**src/core/stdc_pkg.sv**
```systemverilog
package stdc_pkg;

    // ************************************************************
    // Register offsets
    // ************************************************************
    localparam logic [11:0] OFF_CTRL_STATUS = 12'h010;
    localparam logic [11:0] OFF_RELOAD      = 12'h014;
    localparam logic [11:0] OFF_CURRENT     = 12'h018;
    localparam logic [11:0] OFF_CALIB       = 12'h01c;

    // ************************************************************
    // Field positions and widths
    // ************************************************************
    localparam int          CNT_W           = 24;
    localparam int          BIT_ENABLE      = 0;
    localparam int          BIT_TICK_IE     = 1;
    localparam int          BIT_CLK_SEL     = 2;
    localparam int          BIT_ZERO_FLAG   = 16;
    localparam int          BIT_CAL_CALIBRATION_INDICATOR_A    = 30;
    localparam int          BIT_CAL_NO_REFERENCE_CLOCK_INDICATOR   = 31;

    // ************************************************************
    // Reset values
    // ************************************************************
    localparam logic [2:0]  RST_CTRL        = 3'h0;
    localparam logic [23:0] RST_RELOAD      = 24'h000000;
    localparam logic [23:0] RST_CURRENT     = 24'h000000;
    localparam logic [31:0] RST_CALIB       = 32'h00000004;

endpackage

```
**src/core/stdc_half_rate.sv**
```systemverilog
`timescale 1ns/1ps
`default_nettype none

// Enable pulse on every second system clock, the half-rate reference
module stdc_half_rate (
    input  wire logic SYS_CLK,
    input  wire logic RST_N,
    output var  logic HALF_EN
);

    logic phase_r;

    // Phase toggle and pulse register
    always_ff @(posedge SYS_CLK) begin
        if (!RST_N) begin
            phase_r <= 1'b0;
            HALF_EN <= 1'b0;
        end else begin
            phase_r <= ~phase_r;
            HALF_EN <= phase_r;
        end
    end

endmodule

`default_nettype wire

```
**src/core/stdc_top.sv**
```systemverilog
`timescale 1ns/1ps
`default_nettype none

module stdc_top (
    input  wire logic        SYS_CLK,
    input  wire logic        RST_N,
    input  wire logic [11:0] REG_ADDR,
    input  wire logic        REG_WR,
    input  wire logic        REG_RD,
    input  wire logic [31:0] REG_WDATA,
    input  wire logic [31:0] CAL_IN,
    output var  logic [31:0] REG_RDATA,
    output var  logic        TICK_IRQ
);

    // ************************************************************
    // Declarations
    // ************************************************************
    logic [2:0]                    ctrl_r;
    logic [stdc_pkg::CNT_W-1:0]    reload_r;
    logic [stdc_pkg::CNT_W-1:0]    cnt_r;
    logic [stdc_pkg::CNT_W-1:0]    cnt_nxt;
    logic                          zero_flag_r;
    logic [31:0]                   cal_r;
    logic                          half_en;
    logic                          tick;
    logic                          hit_zero;
    logic                          wr_ctrl;
    logic                          wr_reload;
    logic                          wr_cur;
    logic                          rd_ctrl;

    // Address match for one register word
    function automatic logic sel(input logic [11:0] a,
                                 input logic [11:0] off);
        sel = (a == off);
    endfunction

    // ************************************************************
    // Count rate and decode
    // ************************************************************
    stdc_half_rate u_half (
        .SYS_CLK (SYS_CLK),
        .RST_N   (RST_N),
        .HALF_EN (half_en)
    );

    // Counting step qualifiers and register strobes
    assign tick      = ctrl_r[stdc_pkg::BIT_ENABLE] &&
                       (ctrl_r[stdc_pkg::BIT_CLK_SEL] || half_en);
    assign hit_zero  = tick && (cnt_r == 24'h000001);
    assign wr_ctrl   = REG_WR && sel(REG_ADDR, stdc_pkg::OFF_CTRL_STATUS);
    assign wr_reload = REG_WR && sel(REG_ADDR, stdc_pkg::OFF_RELOAD);
    assign wr_cur    = REG_WR && sel(REG_ADDR, stdc_pkg::OFF_CURRENT);
    assign rd_ctrl   = REG_RD && sel(REG_ADDR, stdc_pkg::OFF_CTRL_STATUS);

    // ************************************************************
    // Registers written by software, and the calibration copy
    // ************************************************************
    // Control bits and reload value, reserved bits not stored
    always_ff @(posedge SYS_CLK) begin
        if (!RST_N) begin
            ctrl_r   <= stdc_pkg::RST_CTRL;
            reload_r <= stdc_pkg::RST_RELOAD;
        end else begin
            if (wr_ctrl) begin
                ctrl_r <= REG_WDATA[2:0];
            end
            if (wr_reload) begin
                reload_r <= REG_WDATA[23:0];
            end
        end
    end

    // Calibration tracks the external source, writes ignored
    always_ff @(posedge SYS_CLK) begin
        if (!RST_N) begin
            cal_r <= stdc_pkg::RST_CALIB;
        end else begin
            cal_r <= CAL_IN;
        end
    end

    // ************************************************************
    // Down counter
    // ************************************************************
    // Next count: clear on write, reload at zero, else step down
    always_comb begin
        cnt_nxt = cnt_r;
        if (wr_cur) begin
            cnt_nxt = '0;
        end else if (tick) begin
            if (cnt_r == '0) begin
                cnt_nxt = reload_r;
            end else begin
                cnt_nxt = cnt_r - 24'h000001;
            end
        end
    end

    // Counter register
    always_ff @(posedge SYS_CLK) begin
        if (!RST_N) begin
            cnt_r <= stdc_pkg::RST_CURRENT;
        end else begin
            cnt_r <= cnt_nxt;
        end
    end

    // Zero flag: a new zero wins over a read clear, a write clear wins over a new zero
    always_ff @(posedge SYS_CLK) begin
        if (!RST_N) begin
            zero_flag_r <= 1'b0;
        end else if (hit_zero && !wr_cur) begin
            zero_flag_r <= 1'b1;
        end else if (rd_ctrl || wr_cur) begin
            zero_flag_r <= 1'b0;
        end
    end

    // Interrupt request pulse on each count to zero
    always_ff @(posedge SYS_CLK) begin
        if (!RST_N) begin
            TICK_IRQ <= 1'b0;
        end else begin
            TICK_IRQ <= hit_zero && !wr_cur &&
                        ctrl_r[stdc_pkg::BIT_TICK_IE];
        end
    end

    // ************************************************************
    // Read path
    // ************************************************************
    // Read data registered, reserved and unmapped read zero
    always_ff @(posedge SYS_CLK) begin
        if (!RST_N) begin
            REG_RDATA <= 32'h00000000;
        end else if (REG_RD) begin
            REG_RDATA <= 32'h00000000;
            if (sel(REG_ADDR, stdc_pkg::OFF_CTRL_STATUS)) begin
                REG_RDATA[2:0] <= ctrl_r;
                REG_RDATA[stdc_pkg::BIT_ZERO_FLAG] <= zero_flag_r;
            end else if (sel(REG_ADDR, stdc_pkg::OFF_RELOAD)) begin
                REG_RDATA[23:0] <= reload_r;
            end else if (sel(REG_ADDR, stdc_pkg::OFF_CURRENT)) begin
                REG_RDATA[23:0] <= cnt_r;
            end else if (sel(REG_ADDR, stdc_pkg::OFF_CALIB)) begin
                REG_RDATA[23:0] <= cal_r[23:0];
                REG_RDATA[stdc_pkg::BIT_CAL_CALIBRATION_INDICATOR_A] <=
                    cal_r[stdc_pkg::BIT_CAL_CALIBRATION_INDICATOR_A];
                REG_RDATA[stdc_pkg::BIT_CAL_NO_REFERENCE_CLOCK_INDICATOR] <=
                    cal_r[stdc_pkg::BIT_CAL_NO_REFERENCE_CLOCK_INDICATOR];
            end
        end
    end

    // ************************************************************
    // Checks
    // ************************************************************
    a_stop_holds: assert property (@(posedge SYS_CLK) disable iff (!RST_N)
        (!ctrl_r[0] && !wr_cur) |=> (cnt_r == $past(cnt_r)))
        else $error("Stopped counter changed");

    a_irq_gated: assert property (@(posedge SYS_CLK) disable iff (!RST_N)
        TICK_IRQ |-> $past(ctrl_r[1]) && $past(cnt_r) == 24'h000001)
        else $error("Request without enable or zero step");

    a_irq_on_zero: assert property (@(posedge SYS_CLK) disable iff (!RST_N)
        (hit_zero && ctrl_r[1] && !wr_cur) |=> TICK_IRQ ##1 !TICK_IRQ)
        else $error("Missing single-cycle request at zero");

    a_half_rate: assert property (@(posedge SYS_CLK) disable iff (!RST_N)
        (ctrl_r[0] && !ctrl_r[2] && !half_en && !wr_cur)
        |=> (cnt_r == $past(cnt_r)))
        else $error("Half-rate count stepped on idle phase");

    a_flag_set: assert property (@(posedge SYS_CLK) disable iff (!RST_N)
        (hit_zero && !wr_cur) |=> zero_flag_r)
        else $error("Zero flag not set");

    a_reload_zero: assert property (@(posedge SYS_CLK) disable iff (!RST_N)
        (tick && cnt_r == '0 && !wr_cur && !wr_reload)
        |=> (cnt_r == $past(reload_r)))
        else $error("Reload not taken at zero");

    a_read_count: assert property (@(posedge SYS_CLK) disable iff (!RST_N)
        (REG_RD && REG_ADDR == stdc_pkg::OFF_CURRENT)
        |=> (REG_RDATA == {8'h00, $past(cnt_r)}))
        else $error("Current value read wrong");

    a_write_clear: assert property (@(posedge SYS_CLK) disable iff (!RST_N)
        wr_cur |=> (cnt_r == '0 && !zero_flag_r))
        else $error("Write to current value did not clear");

    a_cal_follow: assert property (@(posedge SYS_CLK) disable iff (!RST_N)
        RST_N |=> (cal_r == $past(CAL_IN)))
        else $error("Calibration not following source");

    a_reset_vals: assert property (@(posedge SYS_CLK)
        !RST_N |=> (ctrl_r == stdc_pkg::RST_CTRL &&
                    cnt_r == stdc_pkg::RST_CURRENT &&
                    cal_r == stdc_pkg::RST_CALIB))
        else $error("Reset values wrong");

endmodule

`default_nettype wire

```
**config.mk**
```make
export PLATFORM = sky130hd
export DESIGN_NAME = stdc_top
export DESIGN_NICKNAME = d
export VERILOG_FILES = /design/src/core/stdc_pkg.sv /design/src/core/stdc_half_rate.sv /design/src/core/stdc_top.sv
export SDC_FILE = /design/constraint.sdc
export NUM_CORES = 1
export LEC_CHECK = 0
export BUFFER_PORTS_ARGS = -buffer_cell sky130_fd_sc_hd__buf_2
export CORE_MARGIN = 2
export CORE_UTILIZATION = 45
export DETAILED_ROUTE_END_ITERATION = 10
export GPL_TIMING_DRIVEN = 0
export PLACE_DENSITY = 0.72
export SETUP_SLACK_MARGIN = 0.5
export SYNTH_ARGS = -nofsm -noshare
export SYNTH_HDL_FRONTEND = slang
export SYNTH_SLANG_ARGS = --single-unit
```
**constraint.sdc**
```tcl
create_clock -name SYS_CLK -period 6.95 [get_ports SYS_CLK]
set_input_delay 1.39 -clock SYS_CLK [delete_from_list [all_inputs] [get_ports SYS_CLK]]
set_output_delay 1.39 -clock SYS_CLK [all_outputs]
set_load 0.03 [all_outputs]
```
## Yosys cells after proc, flatten, opt, wreduce, memory -nomap -nowiden

Cells that the tools add are included.

- Register bits: 113
- Latch bits: 0
- RAM bits: 0
- Memory bits (read-only): 0
- Input port bits: 80
- Output and inout bits: 33
- Word-level logic and storage cells: 45
- Memories: 0

- Add/subtract/negate cells: 1
- $mul: 0
- Div/mod/pow operators: 0
- $lt $le $gt $ge: 0
- Eq/ne operators: 5
- Shift operators: 0
- Muxes and demuxes: 14
- Bitwise gates (word level): 2
- Reductions and logical operators: 14

Operator list:

| operator | number |
|---|---|
| $mux W24 | 4 |
| $eq A12 B5 Y1 const B | 4 |
| $eq A24 B1 Y1 const B | 1 |
| $logic_not A24 Y1 | 1 |
| $sub A24 B1 Y24 const B | 1 |
| $mux W13 | 1 |
| $logic_and A1 B1 Y1 | 8 |
| $mux W2 | 4 |
| $mux W7 | 1 |
| $mux W1 | 3 |
| $mux W3 | 1 |
| $logic_or A1 B1 Y1 | 2 |
| $not A1 Y1 | 2 |
| $reduce_bool A2 Y1 | 1 |
| $reduce_or A2 Y1 | 1 |
| $logic_not A1 Y1 | 1 |

## Logic depth before layout (Yosys ltp)

- Depth in word-level cells: 5
- Gate-level depth with buffers: 8
- Mapped depth without buffers: 7

## Modules after synthesis

From an unflattened synthesis, not the netlist that was laid out.

- Cell total of the unflattened synthesis: 609
- Area total of the unflattened synthesis: 4,773.3 um^2

By module, submodules not included:

| module | times used | cells each | area each (um^2) | sequential area each (um^2) |
|---|---|---|---|---|
| stdc_top | 1 | 605 | 4,717.0 | 2,102.0 |
| stdc_half_rate | 1 | 4 | 56.3 | 40.0 |

## Worst setup path after synthesis

No wires, ideal clock.

- Path kind: input -> register
- Start: input port REG_ADDR[1]
- End: register reload_r[13] (netlist bit)
- Library setup time: 0.071 ns
- Arrival time: 2.888 ns
- Required time: 6.879 ns
- Slack: 3.991 ns
- Stages on the path: 8
- Buffers on the path: 3
- Cell sequence: nor4b_1 and3_1 clkbuf_1 and3_1 clkbuf_1 clkbuf_1 nand2_1 a21oi_1

- Word-level cells in the longest chain between the ends: 2

Ends and longest elaborated chain:

| item | RTL line | source |
|---|---|---|
| from (decl) | stdc_top.sv:7 | `input wire logic [11:0] REG_ADDR,` |
| $eq A12 B5 Y1 | stdc_top.sv:36 | `sel = (a == off);` |
| $logic_and A1 B1 Y1 | stdc_top.sv:53 | `assign wr_reload = REG_WR && sel(REG_ADDR, stdc_pkg::OFF_RELOAD);` |
| to (signal assigned) | stdc_top.sv:64 | `reload_r <= stdc_pkg::RST_RELOAD;` |
| to (signal assigned) | stdc_top.sv:70 | `reload_r <= REG_WDATA[23:0];` |
| to (decl) | stdc_top.sv:20 | `logic [stdc_pkg::CNT_W-1:0] reload_r;` |

No other way between the ends.
A chain may end at the register's enable or synchronous reset.

## Final worst setup path

- Start: input port REG_ADDR[3]
- End: register TICK_IRQ

- Word-level cells in the longest chain between the ends: 5

Ends and longest elaborated chain:

| item | RTL line | source |
|---|---|---|
| $eq A12 B5 Y1 | stdc_top.sv:36 |  |
| $logic_and A1 B1 Y1 | stdc_top.sv:54 | `assign wr_cur = REG_WR && sel(REG_ADDR, stdc_pkg::OFF_CURRENT);` |
| $logic_not A1 Y1 | stdc_top.sv:126 | `TICK_IRQ <= hit_zero && !wr_cur &&` |
| $logic_and A1 B1 Y1 (2 in series) | stdc_top.sv:126 |  |
| to (signal assigned) | stdc_top.sv:126 |  |
| to (decl) | stdc_top.sv:13 | `output var logic TICK_IRQ` |

No other way between the ends.

==> results.yml <==
worst_setup_path:
  critical_path.max_stage_delay_ns: 0.56
  r2r_start: "cnt_r[4]$_SDFFE_PP0P_"
  setup.worst_path.start: "REG_ADDR[3]"
  timing.critical_path.mode_cell: "sky130_fd_sc_hd__clkbuf_1"
  path_cells: "buf_2, clkbuf_1, nor2b_1, clkbuf_1, a31oi_1, clkbuf_1, nand4_1, nor2_1"
  setup.worst_path.start_class: "primary input"
  critical_path.endpoint_type: "flip-flop"
  timing.critical_path.required_ns: 7.27
  path_class: "in -> reg"
  cp_data_arrival_time_ns: 3.64
  crit_path_top_delay_cell: "sky130_fd_sc_hd__clkbuf_1"
  timing.critical_path.fanout_max: 10
sta:
  drv_slew: 0
  final.period_utilization_pct: 47.7
  timing.final.hold_violations: 0
  fin_setup_tns_ns: 0
  maxClockFrequency_mhz: 302
  unrepaired_setup_endpoints_after_global_routing: "no"
  relSlewSlack_pct: 25.0
  worstMarginPinSlew_ns: 1.11
  finalCriticalPeriod_ns: 3.32
  finalWorstSetupSlack_ns: 3.63
  final_worst_clock_skew_ns: 0.00928
  setup_violations: 0
detailed_routing:
  wl_um: 14900
  vias: 4843
  avgRoutedWirePerCell_um: 17.4
  post-route-drc-count: 0
  drtAntennaViolNets: 0
  post_drt_via_cell_ratio: 5.68
  drt_pass1_iterations: 5
  drt-initial-drc-count: 432
run_status:
  status: "finished, final reports clean"
job:
  maxCapViolCount: 0
cts:
  resized_cells_post_cts: 0
  cts_root_buffer: "sky130_fd_sc_hd__clkbuf_8"
  clk_pin_slew_ns: 0.10
  cts.path.max_buffers: 2
  cts_post_setup_buffers_inserted: 0
  clock_tree_from_tritoncts: "done"
  htree_levels: 3
  postCtsHoldBufs: 0
  cts-buffers-inserted: 9
  cts.sink_count: 107
  clk_latency_ns: 0.39
final_layout:
  antenna_cells: 0
  layout_common_cells: "107 x sky130_fd_sc_hd__dfxtp_1, 95 x sky130_fd_sc_hd__nand2_1, 93 x sky130_fd_sc_hd__buf_2, 59 x sky130_fd_sc_hd__o21ai_0, 42 x sky130_fd_sc_hd__clkbuf_1"
  layout.core_utilization_pct: 53.4
  layout_cell_share_with_drive_strength_beyond_1_pct: 18.0
  most_frequent_standard_cell_in_the_layout_excluding_fill_and_tap_cells: "sky130_fd_sc_hd__dfxtp_1"
  area.growth.synth_to_final_pct: 17.1
  num-fill-cells: 1028
  finish.net_count: 791
synthesis:
  syn_area_per_cell_sq_um: 8.13
  netlist_instances: 600
  yosys_warnings: 0
  ys_dominant_reg_cell: "sky130_fd_sc_hd__dfxtp_1"
  post_synth_num_cell_types: 48
  postSynth.asyncResetShare_pct: 0
  number_of_flops_mapped_to_enable_cells_by_yosys: 0
  synth.yosys.seq_area_share_pct: 43.9
  synthesis.area_sq_um: 4880
  yosys_register_bits: 107
floorplan:
  placeableCoreArea_sq_um: 10700
  initial_core_util_pct: 45.6
  fp.dieH_um: 108
  die-area_sq_um: 11700
  pin_count: 113
  chipWidth_um: 108
  placement_rows: 38
global_routing:
  grt_start_max_net_pins: 18
  vias_in_the_first_global_route: 4660
  grt_pass1_wl_um: 23900
  grt.total_usage_pct: 26.7
  grt_antenna_before_repair: 0
  grt_overflow: 0
placement:
  detailed_place_hpwl_um: 11100
  global_placer_s_final_weighted_congestion: 0.945
  numPortBuffers: 92
  placement.setup.worst_slack_ns: 3.30
pwr:
  leakage_power_nw: 2.35
  vdd_ir_drop_max_mv: 0.108
  power-per-cell-area_nw_per_um2: 194
min_path:
  min_from: "u_half.phase_r$_SDFF_PN0_"
  hp-class: "reg -> reg"
[stage by stage]
| stage | cell area (sq um) | instances | power, W | hold WS, ns |
|---|---|---|---|---|
| floorplan | 4900 | 605 | 0.000710 | 0.379 |
| detailed placement | 5530 | 837 | 0.000756 | 0.401 |
| CTS | 5710 | 853 | 0.00111 | 0.418 |
| global placement | 5530 | 837 | 0.000754 | 0.389 |
| finish | 5710 | 853 | 0.00111 | 0.416 |
| global route | 5710 | 853 | 0.00115 | 0.441 |
[kinds of logic after synthesis]
family / after synthesis / share of synthesized area [%]
AO/OA/AOI/OAI: 167 / 21.5
XOR/XNOR: 1 / 0.180
adder cells (fa/ha/maj): 3 / 0.769
buffers and inverters: 62 / 5.72
flip-flops: 107 / 43.9
multiplexers: 6 / 1.23
other: 1 / 0.0768
AND/OR/NAND/NOR: 253 / 26.7
[worst paths after layout]
path,to,slack (ns),depth (start not counted)
worst max-delay path,TICK_IRQ$_SDFF_PN0_,3.63,8
worst min-delay path,u_half.phase_r$_SDFF_PN0_,0.42,1
worst max register to register,cnt_r[9]$_SDFFE_PP0P_,3.92,6
worst min register to register,u_half.phase_r$_SDFF_PN0_,0.42,1
[cell usage after synthesis, types with 4 or more instances]
master                     instances  area [sq um]
sky130_fd_sc_hd__a21oi_1          39           195
sky130_fd_sc_hd__o311ai_0          4          35.0
sky130_fd_sc_hd__buf_4             6          45.0
sky130_fd_sc_hd__o21a_1            4          30.0
sky130_fd_sc_hd__clkbuf_1         41           154
sky130_fd_sc_hd__nand2b_1         28           175
sky130_fd_sc_hd__dfxtp_1         107          2140
sky130_fd_sc_hd__inv_1            11          41.3
sky130_fd_sc_hd__nor2_1           24          90.1
sky130_fd_sc_hd__and2_1           29           181
sky130_fd_sc_hd__nand3_1          16          80.1
sky130_fd_sc_hd__nand4_1          10          62.6
sky130_fd_sc_hd__o41ai_1           4          35.0
sky130_fd_sc_hd__or4_1             5          37.5
sky130_fd_sc_hd__or3_1             4          25.0
sky130_fd_sc_hd__o22ai_1           5          31.3
sky130_fd_sc_hd__a22o_1           27           236
sky130_fd_sc_hd__mux2i_1           6          60.1
sky130_fd_sc_hd__o21ai_0          59           295
sky130_fd_sc_hd__nor3_1           12          60.1
sky130_fd_sc_hd__nor4_1            7          43.8
sky130_fd_sc_hd__nand2_1          95           357
sky130_fd_sc_hd__a31oi_1          12          75.1
[critical path, delay by kind of cell]
| kind | cells | cell delay, ns |
|---|---|---|
| and+or+nand+nor | 3 | 0.70 |
| AOI/OAI and AO/OA | 1 | 0.49 |
| buffers and inverters | 4 | 1.06 |
[state kept, by name, summed over array words and instances, names as in the netlist]
register        cells
TICK_IRQ            1
REG_RDATA          26
u_half.HALF_EN      1
zero_flag_r         1
cnt_r              24
cal_r              26
u_half.phase_r      1
reload_r           24
ctrl_r              3
[cell type report]
type	count	area, sq um	share of cell area [%]
clock inverter	5	37.5	0.657
tap	140	175	3.07
multi-input combinational	436	2480	43.4
buffer	51	238	4.16
sequential	107	2140	37.5
timing repair buffer	92	460	8.06
inverter	11	41.3	0.723
clock buffer	11	141	2.47
[layer usage]
layer  part of all wire [%]  up-vias  global-route usage, %
met1                     44     2263                   35.5
met2                     46      228                   42.8
met3                    7.4       30                   5.30
li1                       -     2322                      -
met4                    2.2        0                   9.98
met5                      0        -                      0
[power by group]
part / internal (W) / switching [W] / total (W)
clock: 0.000142 / 0.000222 / 0.000364
combinational: 0.0000488 / 0.0000691 / 0.000118
sequential: 0.000622 / 0.00000394 / 0.000626
total: 0.000813 / 0.000295 / 0.00111
No activity file was read; power rests on OpenSTA's default activity.
